## src/rtl/terminal_regs_pkg.sv

```systemverilog
// package: register map, field positions and reset values for the centre-terminal selector
package terminal_regs_pkg;
  // ==========================================================
  // register indices and byte addresses
  // ==========================================================
  localparam logic [7:0] AMP_A_LEAD_IDX = 8'h18; // first control register index
  localparam logic [7:0] AMP_BC_IDX = 8'h19; // second control register index
  localparam logic [11:0] AMP_A_LEAD_ADDR = 12'h060; // byte address, four times index
  localparam logic [11:0] AMP_BC_ADDR = 12'h064; // byte address, four times index
  // ==========================================================
  // field positions
  // ==========================================================
  localparam int AVG_CH4_BIT = 4; // amp b+c average to channel 4 negative
  localparam int A_POWER_BIT = 3; // amp a power on
  localparam int A_SEL_LSB = 0; // amp a select, 3 bits
  localparam int C_POWER_BIT = 7; // amp c power on
  localparam int B_POWER_BIT = 6; // amp b power on
  localparam int B_SEL_LSB = 3; // amp b select, 3 bits
  localparam int C_SEL_LSB = 0; // amp c select, 3 bits
  localparam int SEL_W = 3; // select field width
  localparam int INPUTS = 8; // electrode inputs of channels 1..4
  // ==========================================================
  // reset values
  // ==========================================================
  localparam logic [4:0] AMP_A_LEAD_RST = 5'h00; // all off, channel 1 positive
  localparam logic [7:0] AMP_BC_RST = 8'h00; // all off, channel 1 positive
  localparam logic [2:0] SEL_RST = 3'h0; // channel 1 positive input
endpackage : terminal_regs_pkg

```

## src/rtl/electrode_select_decode.sv

```systemverilog
// module: one-hot decode of a 3-bit electrode select code
`timescale 1ns/1ns
module electrode_select_decode (
  // select code
  input wire logic [2:0] select_code,
  // one switch per electrode: bit 2k is channel k+1 positive, bit 2k+1 negative
  output logic [7:0] switch_on
);
  // ==========================================================
  // decode
  // ==========================================================
  // upper bits are channel minus one, low bit picks the negative input
  genvar g;
  generate
    for (g = 0; g < terminal_regs_pkg::INPUTS; g++) begin : g_sw
      assign switch_on[g] = (select_code == 3'(g));
    end
  endgenerate
endmodule : electrode_select_decode

```

## src/rtl/center_terminal_select_regs.sv

```systemverilog
// module: apb register bank steering the three centre-terminal averaging amplifiers
//
// The APB register port was chosen for this implementation.
`timescale 1ns/1ns
module center_terminal_select_regs (
  // clock and reset
  input wire logic clk,
  input wire logic rst_n,
  // apb slave
  input wire logic psel,
  input wire logic penable,
  input wire logic pwrite,
  input wire logic [11:0] paddr,
  input wire logic [31:0] pwdata,
  input wire logic [3:0] pstrb,
  output logic [31:0] prdata,
  output logic pready,
  output logic pslverr,
  // analog controls
  output logic right_arm_avg_to_ch4_neg,
  output logic terminal_amp_a_power_on,
  output logic terminal_amp_b_power_on,
  output logic terminal_amp_c_power_on,
  output logic [2:0] terminal_amp_a_select,
  output logic [2:0] terminal_amp_b_select,
  output logic [2:0] terminal_amp_c_select,
  // electrode switch enables, one-hot per amplifier
  output logic [7:0] amp_a_switch_on,
  output logic [7:0] amp_b_switch_on,
  output logic [7:0] amp_c_switch_on
);
  // ==========================================================
  // storage
  // ==========================================================
  logic [4:0] lead_a_reg; // low five bits of first control register
  logic [7:0] bc_reg; // second control register
  logic hit_a; // address hits first register
  logic hit_bc; // address hits second register
  logic wr_fire; // write completes this edge
  logic rd_fire; // read completes this edge
  logic [31:0] prdata_next; // read mux

  // ==========================================================
  // address decode
  // ==========================================================
  // zero-wait slave: access phase always completes in one cycle
  assign pready = 1'b1;
  always_comb begin
    hit_a = 1'b0;
    hit_bc = 1'b0;
    if (paddr == terminal_regs_pkg::AMP_A_LEAD_ADDR) begin
      hit_a = 1'b1;
    end else if (paddr == terminal_regs_pkg::AMP_BC_ADDR) begin
      hit_bc = 1'b1;
    end
  end
  assign wr_fire = psel && penable && pwrite;
  assign rd_fire = psel && penable && !pwrite;
  // unmapped addresses report an error in the access phase
  assign pslverr = psel && penable && !hit_a && !hit_bc;

  // ==========================================================
  // first control register
  // ==========================================================
  // only byte lane 0 holds data; updates land on the completing edge
  always_ff @(posedge clk or negedge rst_n) begin
    if (!rst_n) begin
      lead_a_reg <= terminal_regs_pkg::AMP_A_LEAD_RST;
    end else if (wr_fire && hit_a && pstrb[0]) begin
      lead_a_reg <= pwdata[4:0];
    end
  end

  // ==========================================================
  // second control register
  // ==========================================================
  always_ff @(posedge clk or negedge rst_n) begin
    if (!rst_n) begin
      bc_reg <= terminal_regs_pkg::AMP_BC_RST;
    end else if (wr_fire && hit_bc && pstrb[0]) begin
      bc_reg <= pwdata[7:0];
    end
  end

  // ==========================================================
  // read data
  // ==========================================================
  // upper bits of the first register belong elsewhere and read as zero here
  always_comb begin
    prdata_next = 32'h0000_0000;
    if (hit_a) begin
      prdata_next = {27'h0, lead_a_reg};
    end else if (hit_bc) begin
      prdata_next = {24'h000000, bc_reg};
    end
  end
  // read data registered on the setup cycle, valid in the access phase
  always_ff @(posedge clk or negedge rst_n) begin
    if (!rst_n) begin
      prdata <= 32'h0000_0000;
    end else if (psel && !penable && !pwrite) begin
      prdata <= prdata_next;
    end
  end

  // ==========================================================
  // field outputs
  // ==========================================================
  assign right_arm_avg_to_ch4_neg = lead_a_reg[terminal_regs_pkg::AVG_CH4_BIT];
  assign terminal_amp_a_power_on = lead_a_reg[terminal_regs_pkg::A_POWER_BIT];
  assign terminal_amp_c_power_on = bc_reg[terminal_regs_pkg::C_POWER_BIT];
  assign terminal_amp_b_power_on = bc_reg[terminal_regs_pkg::B_POWER_BIT];
  assign terminal_amp_a_select = lead_a_reg[terminal_regs_pkg::A_SEL_LSB +: 3];
  assign terminal_amp_b_select = bc_reg[terminal_regs_pkg::B_SEL_LSB +: 3];
  assign terminal_amp_c_select = bc_reg[terminal_regs_pkg::C_SEL_LSB +: 3];

  // ==========================================================
  // electrode switch decode
  // ==========================================================
  electrode_select_decode u_dec_a (
    .select_code(terminal_amp_a_select),
    .switch_on(amp_a_switch_on)
  );
  electrode_select_decode u_dec_b (
    .select_code(terminal_amp_b_select),
    .switch_on(amp_b_switch_on)
  );
  electrode_select_decode u_dec_c (
    .select_code(terminal_amp_c_select),
    .switch_on(amp_c_switch_on)
  );

  // ==========================================================
  // assertions
  // ==========================================================
  // a completed write with lane 0 enabled lands on the next edge;
  // $past looks back at the data that stood in the access phase
  ch4_avg_write_a: assert property (@(posedge clk) disable iff (!rst_n)
    wr_fire && hit_a && pstrb[0] |=> right_arm_avg_to_ch4_neg == $past(pwdata[4]))
    else $error("ch4 average enable did not follow write");
  // both power bits of the second register follow the write
  power_bits_write_a: assert property (@(posedge clk) disable iff (!rst_n)
    wr_fire && hit_bc && pstrb[0] |=> terminal_amp_c_power_on == $past(pwdata[7])
      && terminal_amp_b_power_on == $past(pwdata[6]))
    else $error("amp b/c power bits wrong after write");
  // amp a power bit follows the write
  a_power_write_a: assert property (@(posedge clk) disable iff (!rst_n)
    wr_fire && hit_a && pstrb[0] |=> terminal_amp_a_power_on == $past(pwdata[3]))
    else $error("amp a power bit wrong after write");
  // amp a select follows the write
  a_select_write_a: assert property (@(posedge clk) disable iff (!rst_n)
    wr_fire && hit_a && pstrb[0] |=> terminal_amp_a_select == $past(pwdata[2:0]))
    else $error("amp a select wrong after write");
  // amp b select follows the write
  b_select_write_a: assert property (@(posedge clk) disable iff (!rst_n)
    wr_fire && hit_bc && pstrb[0] |=> terminal_amp_b_select == $past(pwdata[5:3]))
    else $error("amp b select wrong after write");
  // amp c select follows the write
  c_select_write_a: assert property (@(posedge clk) disable iff (!rst_n)
    wr_fire && hit_bc && pstrb[0] |=> terminal_amp_c_select == $past(pwdata[2:0]))
    else $error("amp c select wrong after write");

  // ==========================================================
  // assertions: refused and unrelated transfers
  // ==========================================================
  // a write without lane 0 must not disturb the analog controls;
  // a stray strobe pattern would otherwise glitch the switches
  a_lane_gate_a: assert property (@(posedge clk) disable iff (!rst_n)
    wr_fire && hit_a && !pstrb[0] |=> $stable(lead_a_reg))
    else $error("first register changed on gated write");
  // same gate on the second register
  bc_lane_gate_a: assert property (@(posedge clk) disable iff (!rst_n)
    wr_fire && hit_bc && !pstrb[0] |=> $stable(bc_reg))
    else $error("second register changed on gated write");
  // unmapped writes are dropped; only the error response reports them,
  // so neither register may move
  unmapped_no_store_a: assert property (@(posedge clk) disable iff (!rst_n)
    wr_fire && !hit_a && !hit_bc |=> $stable(lead_a_reg) && $stable(bc_reg))
    else $error("register changed on unmapped write");
  // a write to the first register leaves the second alone
  a_keeps_bc_a: assert property (@(posedge clk) disable iff (!rst_n)
    wr_fire && hit_a |=> $stable(bc_reg))
    else $error("second register changed on first register write");
  // a write to the second register leaves the first alone
  bc_keeps_first_a: assert property (@(posedge clk) disable iff (!rst_n)
    wr_fire && hit_bc |=> $stable(lead_a_reg))
    else $error("first register changed on second register write");
  // without a write the stored fields hold, so the analog
  // switches never move on their own
  hold_no_write_a: assert property (@(posedge clk) disable iff (!rst_n)
    !wr_fire |=> $stable(bc_reg) && $stable(lead_a_reg))
    else $error("register changed without a write");
  // reads have no side effect on the stored fields
  read_no_store_a: assert property (@(posedge clk) disable iff (!rst_n)
    rd_fire |=> $stable(bc_reg) && $stable(lead_a_reg))
    else $error("register changed on a read");

  // ==========================================================
  // assertions: electrode switch decode
  // ==========================================================
  // odd switch index is the negative input on amp a; exactly one switch
  // of amps b and c is closed so two electrodes are never shorted together
  decode_onehot_a: assert property (@(posedge clk) disable iff (!rst_n)
    amp_a_switch_on[{terminal_amp_a_select[2:1], 1'b1}] == terminal_amp_a_select[0]
      && $onehot(amp_b_switch_on) && $onehot(amp_c_switch_on))
    else $error("electrode switch decode wrong");
  // amp a closes the switch named by its code
  a_switch_match_a: assert property (@(posedge clk) disable iff (!rst_n)
    amp_a_switch_on == (8'h01 << terminal_amp_a_select))
    else $error("amp a switch does not match select");
  // amp b closes the switch named by its code
  b_switch_match_a: assert property (@(posedge clk) disable iff (!rst_n)
    amp_b_switch_on == (8'h01 << terminal_amp_b_select))
    else $error("amp b switch does not match select");
  // amp c closes the switch named by its code
  c_switch_match_a: assert property (@(posedge clk) disable iff (!rst_n)
    amp_c_switch_on == (8'h01 << terminal_amp_c_select))
    else $error("amp c switch does not match select");
  // the top code is channel 4 negative, the last switch;
  // channel 1 positive must be open then
  last_code_a: assert property (@(posedge clk) disable iff (!rst_n)
    terminal_amp_a_select == 3'h7 |-> amp_a_switch_on[7] && !amp_a_switch_on[0])
    else $error("top select code does not reach channel 4 negative");

  // ==========================================================
  // assertions: field outputs
  // ==========================================================
  // the average routing output is the stored bit
  ch4_avg_field_a: assert property (@(posedge clk) disable iff (!rst_n)
    right_arm_avg_to_ch4_neg == lead_a_reg[terminal_regs_pkg::AVG_CH4_BIT])
    else $error("ch4 average output differs from stored bit");
  // power outputs are the stored bits, one means powered on;
  // no inversion may creep in between register and pin
  power_fields_a: assert property (@(posedge clk) disable iff (!rst_n)
    terminal_amp_a_power_on == lead_a_reg[terminal_regs_pkg::A_POWER_BIT]
      && terminal_amp_c_power_on == bc_reg[terminal_regs_pkg::C_POWER_BIT]
      && terminal_amp_b_power_on == bc_reg[terminal_regs_pkg::B_POWER_BIT])
    else $error("power outputs differ from stored bits");
  // select outputs are the stored fields
  select_fields_a: assert property (@(posedge clk) disable iff (!rst_n)
    terminal_amp_a_select == lead_a_reg[2:0] && terminal_amp_b_select == bc_reg[5:3]
      && terminal_amp_c_select == bc_reg[2:0])
    else $error("select outputs differ from stored fields");

  // ==========================================================
  // assertions: bus responses
  // ==========================================================
  // the slave never inserts wait states, so a master
  // that waits for ready finishes in one access cycle
  ready_always_a: assert property (@(posedge clk) disable iff (!rst_n)
    psel && penable |-> pready)
    else $error("access phase was stretched");
  // the two register addresses never decode together
  hit_exclusive_a: assert property (@(posedge clk) disable iff (!rst_n)
    !(hit_a && hit_bc))
    else $error("both registers decoded at once");
  // mapped registers answer without error
  mapped_no_error_a: assert property (@(posedge clk) disable iff (!rst_n)
    psel && penable && (hit_a || hit_bc) |-> !pslverr)
    else $error("error response on a mapped register");
  // the error response stands only in an access phase
  error_access_only_a: assert property (@(posedge clk) disable iff (!rst_n)
    !(psel && penable) |-> !pslverr)
    else $error("error response outside an access phase");
  // the second register reads back as written, upper bits zero;
  // software relies on this to check the analog setup
  bc_readback_a: assert property (@(posedge clk) disable iff (!rst_n)
    rd_fire && hit_bc |-> prdata[7:0] == {terminal_amp_c_power_on, terminal_amp_b_power_on,
      terminal_amp_b_select, terminal_amp_c_select} && prdata[31:8] == 24'h0)
    else $error("second register readback wrong");
  // the first register reads back its low five bits only
  a_readback_a: assert property (@(posedge clk) disable iff (!rst_n)
    rd_fire && hit_a |-> prdata == {27'h0, right_arm_avg_to_ch4_neg, terminal_amp_a_power_on,
      terminal_amp_a_select})
    else $error("first register readback wrong");
  // unmapped reads return zero
  unmapped_read_zero_a: assert property (@(posedge clk) disable iff (!rst_n)
    rd_fire && !hit_a && !hit_bc |-> prdata == 32'h0000_0000)
    else $error("unmapped read returned data");
  // read data only moves on a read setup cycle, so it stays
  // steady for the whole access phase
  prdata_hold_a: assert property (@(posedge clk) disable iff (!rst_n)
    !(psel && !penable && !pwrite) |=> $stable(prdata))
    else $error("read data moved outside a read setup");

  // ==========================================================
  // coverage of the main scenarios
  // ==========================================================
  // writes, reads, refused addresses and gated lanes
  write_a_c: cover property (@(posedge clk) disable iff (!rst_n) wr_fire && hit_a && pwdata[4]);
  write_bc_c: cover property (@(posedge clk) disable iff (!rst_n) wr_fire && hit_bc && pwdata[7:6] == 2'h3);
  read_bc_c: cover property (@(posedge clk) disable iff (!rst_n) rd_fire && hit_bc && prdata[7:0] != 8'h00);
  unmapped_c: cover property (@(posedge clk) disable iff (!rst_n) pslverr);
  gated_write_c: cover property (@(posedge clk) disable iff (!rst_n) wr_fire && (hit_a || hit_bc) && !pstrb[0]);
endmodule : center_terminal_select_regs

```

## config.mk

```make
export PLATFORM = sky130hd
export DESIGN_NAME = center_terminal_select_regs
export DESIGN_NICKNAME = d
export VERILOG_FILES = /design/src/rtl/terminal_regs_pkg.sv /design/src/rtl/electrode_select_decode.sv /design/src/rtl/center_terminal_select_regs.sv
export SDC_FILE = /design/constraint.sdc
export NUM_CORES = 1
export LEC_CHECK = 0
export BUFFER_PORTS_ARGS = -buffer_cell sky130_fd_sc_hd__buf_2
export CAP_MARGIN = 20
export CORE_MARGIN = 5
export CORE_UTILIZATION = 39
export CTS_CLUSTER_DIAMETER = 40
export DETAILED_ROUTE_END_ITERATION = 8
export PLACE_DENSITY = 0.85
export SLEW_MARGIN = 20
export SYNTH_ARGS = -nofsm -noshare
export SYNTH_HDL_FRONTEND = slang
export SYNTH_HIERARCHICAL = 1
export SYNTH_SLANG_ARGS = --single-unit
```

## constraint.sdc

```tcl
create_clock -name clk -period 4.6 [get_ports clk]
set_input_delay 0.92 -clock clk [delete_from_list [all_inputs] [get_ports clk]]
set_output_delay 0.92 -clock clk [all_outputs]
set_load 0.01 [all_outputs]
```

==> metrics.yaml, run 1 <==
outcome:
  status: "finished clean"
logic_synthesis:
  synthArstFlopShare_pct: 100
  syn_inst: 125
  ys.flop_type: "dfrtp_1"
  synth_edf_count: 0
  yosysUniqueCellTypes: 22
  seq_area_frac_synth_pct: 39.8
  syn-cell-area_mm2: 0.00132
  synth.avg_cell_area_um2: 10.6
  ys_seq_elements: 21
  ys_warn_count: 6
global_routing:
  use_met1_pct: 13.7
  grt_use_met2_pct: 22.5
  grt_util_all_layers_pct: 12.1
  grt_pass1_wl_mm: 4.28
  grt-ovfl-total: 0
  top_usage_layer: "met2"
  antenna_found_initial: 0
  grt_use_met3_pct: 2.30
  first_global_vias: 941
  grt_max_degree: 22
clock_network:
  cts_setup_buffers: 0
  cts_buffer_depth: 2
  postCtsHoldBufs: 0
  clkTransAtPathRegs_ns: 0.11
  cts_tree: "done"
  cts.sinks: 21
  cts-htree-levels: 1
  postCtsResizedCells: 0
  ctsRootBufferMaster: "clkbuf_4"
  insertion_delay_ns: 0.29
  cts_made_buffers: 3
detailed_routing:
  dr.first_iter.drc_count: 10
  num_vias: 1063
  ant_nets: 0
  post-route-drc-count: 0
  vias_per_cell: 4.37
  routed_wl_mm: 2.90
  first_pass_iters: 6
  wl_per_cell_um: 11.9
pwr:
  power_density_mw_per_mm2: 181
  p_leak_nw: 0.997
  vdd_drop_max_v: 0.000107
floorplanning:
  fp.dieH_um: 68.2
  core_mm2: 0.00331
  start_util_pct: 39.8
  io_pins: 124
  die_w_um: 68.2
  num_rows: 21
  die-area_mm2: 0.00464
worst_setup_path:
  crit_chain: "buf_2 -> or4b_4 -> nor3_1 -> nor2_1 -> buf_2"
  critPathBufInv: 2
  cpPeakStageDelay_ns: 0.55
  cp_max_fo: 3
  crit_required_ns: 3.68
  crit_type: "primary input to output port"
  cp-start-kind: "primary input"
  cpMaxStageDelayCell: "or4b_4"
  cp_data_arrival_time_ns: 2.13
  cp-end-kind: "output port"
  crit_path_frequent_cell: "buf_2"
  critical-path-top-delay-family: "simple AND/OR/NAND/NOR gates"
job:
  cap_viol_max_count: 0
timing:
  hold_viol: 0
  fin_crit_sh_pct: 66.2
  max_freq_mhz: 328
  finalSetupViolations: 0
  worst_slack_ns: 1.55
  finalSetupTns_ns: 0
  slew_violations: 0
  clock_skew_ns: 0.00142
  period_minus_slack_ns: 3.05
  rsz0062_at_grt: "no"
placed_design:
  dp_worst_setup_slack_ns: 1.55
  port_buffers: 71
  gp_congestion: 0.739
  hpwl_mm: 2.42
  placed_cell_area_mm2: 0.00163
cells_and_area:
  num-fill-cells: 337
  drive_gt1_share_pct: 53.8
  seq_area_um2: 526
  syn_to_final_growth_pct: 25.3
  diodes: 0
  final_cell_area_mm2: 0.00165
  multiInputGateArea_um2: 687
  nets: 251
worst_hold_path:
  hp-class: "register to register"
power breakdown:
group,internal (W),total (W),switching [W],leakage [nW]
clock,0.0000323,0.0000828,0.0000505,0.0177
sequential,0.000185,0.000185,0.000000146,0.294
combinational,0.0000107,0.0000316,0.0000208,0.686
total,0.000228,0.000299,0.0000715,0.997
tightest hold or removal path, stage by stage, from the launching register on:
cell and delay, ns:
dfrtp_1 0.35, nand2_1 0.05, o21ai_0 0.06
kinds of logic (layout without fill, tap and decap cells):
family          Yosys count  count (layout)  synth area share (%)
simple gates             50              50                  26.8
buf+inv                  26              75                  14.6
flops                    21              21                  39.8
mux                      18              18                  15.2
compound gates            8               8                  3.04
other cells               2              25                 0.569
per-stage QoR:
stage	total power, W	cells	hold slack (ns)	util (%)
6_report	0.000299	243	0.491	49.9
5_1_grt	0.000315	243	0.518	49.9
4_1_cts	0.000303	243	0.498	49.9
3_5_place_dp	0.000220	239	0.472	49.1
3_3_place_gp	0.000219	239	0.459	49.1
2_1_floorplan	0.000220	148	0.516	-
synth_stat cells, types with 2 or more instances:
master   instances  area, um^2
mux2i_1          5        50.1
nor3b_1          9        67.6
conb_1           2        7.51
nor2_1           2        7.51
and3_2           3        22.5
and3b_2          9        90.1
nor3_1           4        20.0
o21ai_0          8        40.0
nand2_1         15        56.3
dfrtp_1         21         526
buf_4           25         188
mux2_2          12         135
final cells by class:
cell class | instances | share of cell area, %
Multi-Input combinational cell | 101 | 41.6
Clock buffer | 3 | 1.36
Timing Repair Buffer | 71 | 21.5
Tap cell | 46 | 3.48
Sequential cell | 21 | 31.8
Clock inverter | 1 | 0.303
layout by cell type, fill, tap and decap left out:
cell type	Yosys	routed
and2_1	1	1
and2b_4	1	1
and3_2	3	3
and3b_2	9	9
buf_2	1	71
clkbuf_4	0	3
clkinv_2	0	1
conb_1	2	25
dfrtp_1	21	21
mux2_2	12	12
mux2_4	1	1
mux2i_1	5	5
nand2_1	15	15
nand2_4	1	1
nand4_1	1	1
nor2_1	2	2
nor3_1	4	4
nor3b_1	9	9
nor4_4	1	1
o21ai_0	8	8
or3b_2	1	1
or4_4	1	1
or4b_4	1	1
routing by layer:
metal / vias up / wire [um]
li1: 533 / -
met1: 496 / 1090
met2: 30 / 1610
met3: 4 / 177
met4: 0 / 23
met5: - / 0
final timing paths:
kind	startpoint	end	slack [ns]	depth (start not counted)
max in group asynchronous	rst_n	bc_reg[4]	3.74	1
worst max-delay path	paddr[9]	pslverr	1.55	5
worst min register to register	prdata[6]	prdata[6]	0.49	2
worst max register to register	lead_a_reg[2]	lead_a_reg[2]	3.70	1
worst min-delay path	prdata[6]	prdata[6]	0.49	2
min in group asynchronous	rst_n	prdata[5]	0.55	1
No activity file was read; power rests on OpenSTA's default activity.
==> inputs of run 2 (changes only) <==
Settings changed: CORE_UTILIZATION 39 to 37, PLACE_DENSITY 0.85 to 0.81.
Clock period 4.6 ns to 2.9 ns, I/O delays scaled along.
==> metrics.yaml, run 2 (synthesis gave the netlist of run 1 again) <==
floorplanning:
  die-area_mm2: 0.00486  # +4.6%
  fp.dieH_um: 69.7  # +2.3%
  start_util_pct: 38.9  # -0.93 points
  num_rows: 21  # unchanged
  io_pins: 124  # unchanged
  core_mm2: 0.00339  # +2.4%
  die_w_um: 69.7  # +2.3%
worst_setup_path:
  critPathBufInv: 2  # unchanged
  critPathCapture: "pslverr"
  crit_chain: "buf_2 -> or4b_4 -> nor3_1 -> nor2_1 -> buf_2"
  regToRegSetupSlack_ns: 2.00  # -1.70 ns
  cp-end-kind: "output port"
  cpPeakStageDelay_ns: 0.55  # about the same
  cpMaxStageDelayCell: "or4b_4"
  crit_required_ns: 2.32  # -1.36 ns
  crit_type: "primary input to output port"
  critical-path-top-delay-family: "simple AND/OR/NAND/NOR gates"
  crit_path_frequent_cell: "buf_2"
  r2r_cells: 1  # unchanged
  worstReg2RegStart: "lead_a_reg[1]"
  r2r_end: "lead_a_reg[1]"
  crit_start: "paddr[9]"
  cp_max_fo: 3  # unchanged
  cp-start-kind: "primary input"
  cp_data_arrival_time_ns: 1.79  # -0.34 ns
  path_depth: 5  # unchanged
clock_network:
  cts-htree-levels: 1  # unchanged
  postCtsHoldBufs: 0  # unchanged
  cts_setup_buffers: 0  # unchanged
  clkTransAtPathRegs_ns: 0.11  # about the same
  postCtsResizedCells: 0  # unchanged
  cts_buffer_depth: 2  # unchanged
  cts.sinks: 21  # unchanged
  cts_made_buffers: 3  # unchanged
  cts_tree: "done"
  ctsRootBufferMaster: "clkbuf_4"
  insertion_delay_ns: 0.29  # about the same
outcome:
  status: "finished clean"
pwr:
  power_density_mw_per_mm2: 291  # +61%
  p_leak_nw: 0.994  # -0.27%
  vdd_drop_max_v: 0.000198  # +85%
timing:
  max_freq_mhz: 422
  finalSetupTns_ns: 0  # unchanged
  clock_skew_ns: 0.000958  # -0.000462 ns
  hold_ws_ns: 0.211  # -0.280 ns
  hold_viol: 0  # unchanged
  period_minus_slack_ns: 2.37
  finalSetupViolations: 0  # unchanged
  fin_crit_sh_pct: 81.6
  rsz0062_at_grt: "no"
  slew_violations: 0  # unchanged
worst_hold_path:
  hp-class: "primary input to asynchronous set/reset pin"
cells_and_area:
  multiInputGateArea_um2: 687  # unchanged
  num-fill-cells: 351  # +4.2%
  nets: 251  # unchanged
  final_common_cell: "buf_2"
  syn_to_final_growth_pct: 25.2  # about the same
  final_cell_area_mm2: 0.00165  # about the same
  drive_gt1_share_pct: 53.3  # -0.51 points
  seq_area_um2: 526  # unchanged
  layout.cells.most_common_list: "buf_2, conb_1, dfrtp_1"
  fin_cells: 243  # unchanged
  diodes: 0  # unchanged
detailed_routing:
  first_pass_iters: 4  # -2
  routed_wl_mm: 2.98  # +2.8%
  top_layer: "met4"
  num_vias: 1074  # +1.0%
  wl_per_cell_um: 12.3  # +2.8%
  vias_per_cell: 4.42  # +1.0%
  dr.first_iter.drc_count: 12  # +2
  wl_met3_um: 154  # -13%
  wl_met2_mm: 1.66  # +3.2%
  ant_nets: 0  # unchanged
  post-route-drc-count: 0  # unchanged
  met1Wirelength_mm: 1.16  # +6.2%
placed_design:
  dp_cells: 239  # unchanged
  hpwl_mm: 2.48  # +2.2%
  gp_congestion: 0.724  # -2.1%
  placed_cell_area_mm2: 0.00163  # unchanged
  port_buffers: 71  # unchanged
global_routing:
  grt_util_all_layers_pct: 11.9  # -0.15 points
  first_global_vias: 1009  # +7.2%
  grt_pass1_wl_mm: 4.85  # +13%
  grt_max_degree: 22  # unchanged
  antenna_found_initial: 0  # unchanged
  grt-ovfl-total: 0  # unchanged
job:
  cap_viol_max_count: 0  # unchanged
[run 2: cell count changes in the layout (fill, tap and decap cells not counted)]
| cell | change |
|---|---|
| clkinv_2 | -1 |
| clkbuf_1 | +1 |
[run 2: worst min-delay path by stage]
stage	slack, ns	endpoint	depth (start not counted)
2_1_floorplan	0.28	bc_reg[0]	0
3_3_place_gp	0.46	prdata[0]	2
3_5_place_dp	0.47	prdata[6]	2
4_1_cts	0.22	lead_a_reg[4]	1
5_1_grt	0.23	lead_a_reg[4]	1
6_report	0.21	lead_a_reg[4]	1
[run 2: layout make-up]
class,instances,area share (%)
multi-input combinational,101,41.6
sequential,21,31.8
timing repair buffer,71,21.5
tap,46,3.48
clock buffer,4,1.59
[run 2: report_power, final]
part | switching, W | total (W) | internal, W
clock | 0.0000841 | 0.000138 | 0.0000535
combinational | 0.0000329 | 0.0000499 | 0.0000170
sequential | 0.000000231 | 0.000293 | 0.000293
[run 2: per-layer routing]
| metal | vias up | GRT usage (%) |
|---|---|---|
| met5 | - | 0 |
| met4 | 0 | 2.77 |
| met3 | 2 | 2.03 |
| met2 | 32 | 22.8 |
| met1 | 509 | 13.6 |
| li1 | 531 | - |
[run 2: through the flow]
step                setup WS [ns]  util [%]  total power, W
global route                0.391      48.7        0.000507
floorplan                   0.756         -        0.000349
CTS                         0.510      48.7        0.000485
detailed placement          0.508      48.0        0.000348
global placement            0.510      48.0        0.000348
finish                      0.533      48.7        0.000480
==> inputs of run 3 (changes only) <==
Settings changed: ABC_AREA from default to 1, CORE_UTILIZATION 37 to 34, PLACE_DENSITY 0.81 to 0.76.
Clock period 2.9 ns to 2 ns, I/O delays scaled along.
==> metrics.yaml, run 3 <==
outcome:
  status: "finished clean"
worst_setup_path:
  critical-path-top-delay-family: "simple AND/OR/NAND/NOR gates"
  cp_max_fo: 4  # +1
  r2r_cells: 4  # +3
  crit_type: "primary input to output port"
  crit_path_frequent_cell: "buf_2"
  crit_required_ns: 1.60  # -0.72 ns
  cp-start-kind: "primary input"
  critPathBufInv: 2  # unchanged
  cp_data_arrival_time_ns: 1.15  # -0.64 ns
  cpPeakStageDelay_ns: 0.20  # -0.35 ns
  r2r_end: "prdata[2]"
  worstReg2RegStart: "bc_reg[2]"
  cpMaxStageDelayCell: "nor2_4"
  crit_chain: "buf_2 -> nor2_1 -> nand2_1 -> nor2_4 -> a31oi_1 -> buf_2"
  cp-end-kind: "output port"
  regToRegSetupSlack_ns: 1.12  # -0.88 ns
logic_synthesis:
  ys_warn_count: 6  # unchanged
  seq_area_frac_synth_pct: 36.6  # -3.3 points
  synthArstFlopShare_pct: 100  # unchanged
  syn-cell-area_mm2: 0.00144  # +9.0%
  synth.avg_cell_area_um2: 7.33  # -30%
  syn_inst: 196  # +57%
  synth_top_area_share_pct: 36.6  # -3.3 points
  synth_edf_count: 0  # unchanged
  synth_commonest_cells: "nand2_1, nor2_1, buf_4, dfrtp_1, inv_1"
  yosysUniqueCellTypes: 17  # -23%
  synth_area_leaders: "dfrtp_1, nand2_1, buf_4"
  ys.flop_type: "dfrtp_1"
  yosysTopAreaCell: "dfrtp_1"
  post-synth-top-count-cell: "nand2_1"
  ys_seq_elements: 21  # unchanged
global_routing:
  grt-ovfl-total: 0  # unchanged
  grt_max_degree: 22  # unchanged
  antenna_found_initial: 0  # unchanged
  first_global_vias: 1182  # +17%
  grt_util_all_layers_pct: 12.1  # +0.22 points
  grt_pass1_wl_mm: 5.40  # +11%
timing:
  clock_skew_ns: 0.00554  # +0.00458 ns
  max_freq_mhz: 645
  finalSetupViolations: 0  # unchanged
  finalSetupTns_ns: 0  # unchanged
  hold_viol: 0  # unchanged
  fin_crit_sh_pct: 77.5
  period_minus_slack_ns: 1.55
  slew_violations: 0  # unchanged
  rsz0062_at_grt: "no"
placed_design:
  port_buffers: 71  # unchanged
  hpwl_mm: 2.93  # +19%
  gp_congestion: 0.721  # -0.33%
detailed_routing:
  post-route-drc-count: 0  # unchanged
  ant_nets: 0  # unchanged
  wl_per_cell_um: 10.9  # -11%
  num_vias: 1340  # +25%
  routed_wl_mm: 3.46  # +16%
  vias_per_cell: 4.21  # -4.7%
  dr.first_iter.drc_count: 36  # +24
  first_pass_iters: 4  # unchanged
pwr:
  p_leak_nw: 1.09  # +9.9%
  power.internal_w: 0.000589  # +62%
  switchingPower_w: 0.000195  # +67%
  pwr-share-clk_pct: 34.6  # +6.0 points
  pwr-share-seq_pct: 54.1  # -6.9 points
  vdd_drop_max_v: 0.000241  # +22%
  p_comb_share_pct: 11.3  # +0.9 points
  switching_share_pct: 24.9  # +0.51 points
  power_density_mw_per_mm2: 439  # +51%
floorplanning:
  num_rows: 23  # +9.5%
  start_util_pct: 35.4  # -3.5 points
  die-area_mm2: 0.00563  # +16%
  fp.dieH_um: 75.0  # +7.6%
  core_mm2: 0.00406  # +20%
  io_pins: 124  # unchanged
  die_w_um: 75.0  # +7.6%
clock_network:
  cts_setup_buffers: 0  # unchanged
  cts.sinks: 21  # unchanged
  cts_tree: "done"
  postCtsResizedCells: 0  # unchanged
  postCtsHoldBufs: 0  # unchanged
  cts_buffer_depth: 2  # unchanged
  cts_made_buffers: 3  # unchanged
  clkTransAtPathRegs_ns: 0.08  # -0.03 ns
  insertion_delay_ns: 0.25  # -0.04 ns
  ctsRootBufferMaster: "clkbuf_8"
  cts-htree-levels: 1  # unchanged
cells_and_area:
  utilization_pct: 44.0  # -4.7 points
  drive_gt1_share_pct: 35.8  # -17 points
  layout.cells.most_common_list: "buf_2, nand2_1, nor2_1"
  syn_to_final_growth_pct: 24.2
  diodes: 0  # unchanged
  num-fill-cells: 443  # +26%
  final_common_cell: "buf_2"
  multiInputGateArea_um2: 698  # +1.6%
  seq_area_um2: 526  # unchanged
  nets: 322  # +28%
worst_hold_path:
  hp-class: "primary input to asynchronous set/reset pin"
job:
  cap_viol_max_count: 0  # unchanged
## run 3: cell count changes after synthesis, sizes merged, moves of 3 or more
cell   delta
nand2    +43
o21ai     +8
nor3b     -9
inv      +24
nor2     +31
and3      -3
mux2i     -5
nor3      -3
and3b     -9
nand3    +12
mux2     -13
## run 3: kinds of logic (layout without fill, tap and decap cells)
group / count (synthesis) / in the layout / synth area share, %
compound gates: 17 / 17 / 8.09
buf+inv: 51 / 100 / 20.9
flops: 21 / 21 / 36.6
other cells: 2 / 25 / 0.522
simple gates: 105 / 105 / 33.9
## run 3: cell type report
type / instances / share of cell area, %
tap: 50 / 3.50
multi-input combinational: 147 / 39.1
clock buffer: 3 / 2.31
sequential: 21 / 29.4
timing repair buffer: 72 / 20.3
inverter: 24 / 5.05
clock inverter: 1 / 0.280
## run 3: worst max path at each step
stage,from,endpoint,slack (ns),cells after the start
6_report,paddr[11],pslverr,0.45,6
5_1_grt,paddr[11],pslverr,0.37,6
4_1_cts,paddr[11],pslverr,0.44,6
3_5_place_dp,paddr[11],pslverr,0.43,6
3_3_place_gp,paddr[9],pslverr,0.46,6
2_1_floorplan,paddr[9],pslverr,0.61,5
## run 3: power by group through the flow
stage	logic (W)	registers [W]	clock network [W]
2_1_floorplan	0.0000850	0.000433	0
3_3_place_gp	0.0000875	0.000433	0
3_5_place_dp	0.0000888	0.000433	0
4_1_cts	0.0000888	0.000425	0.000277
5_1_grt	0.000102	0.000425	0.000300
6_report	0.0000886	0.000425	0.000271
## run 3: metal layers
| metal | track usage, % | part of all wire [%] |
|---|---|---|
| met4 | 1.19 | 0.35 |
| met1 | 16.6 | 41 |
| met5 | 0 | 0 |
| met3 | 3.07 | 9.5 |
| met2 | 20.1 | 49 |
## run 3: per-stage QoR
step / power (W) / std cells / hold slack (ns) / cell area (um^2) / setup slack, ns
6_report: 0.000784 / 318 / 0.0812 / 1790 / 0.449
5_1_grt: 0.000827 / 318 / 0.117 / 1790 / 0.369
4_1_cts: 0.000791 / 318 / 0.0953 / 1790 / 0.435
3_5_place_dp: 0.000522 / 314 / 0.373 / 1740 / 0.432
3_3_place_gp: 0.000521 / 314 / 0.369 / 1740 / 0.458
2_1_floorplan: 0.000518 / 219 / 0.104 / 1520 / 0.613
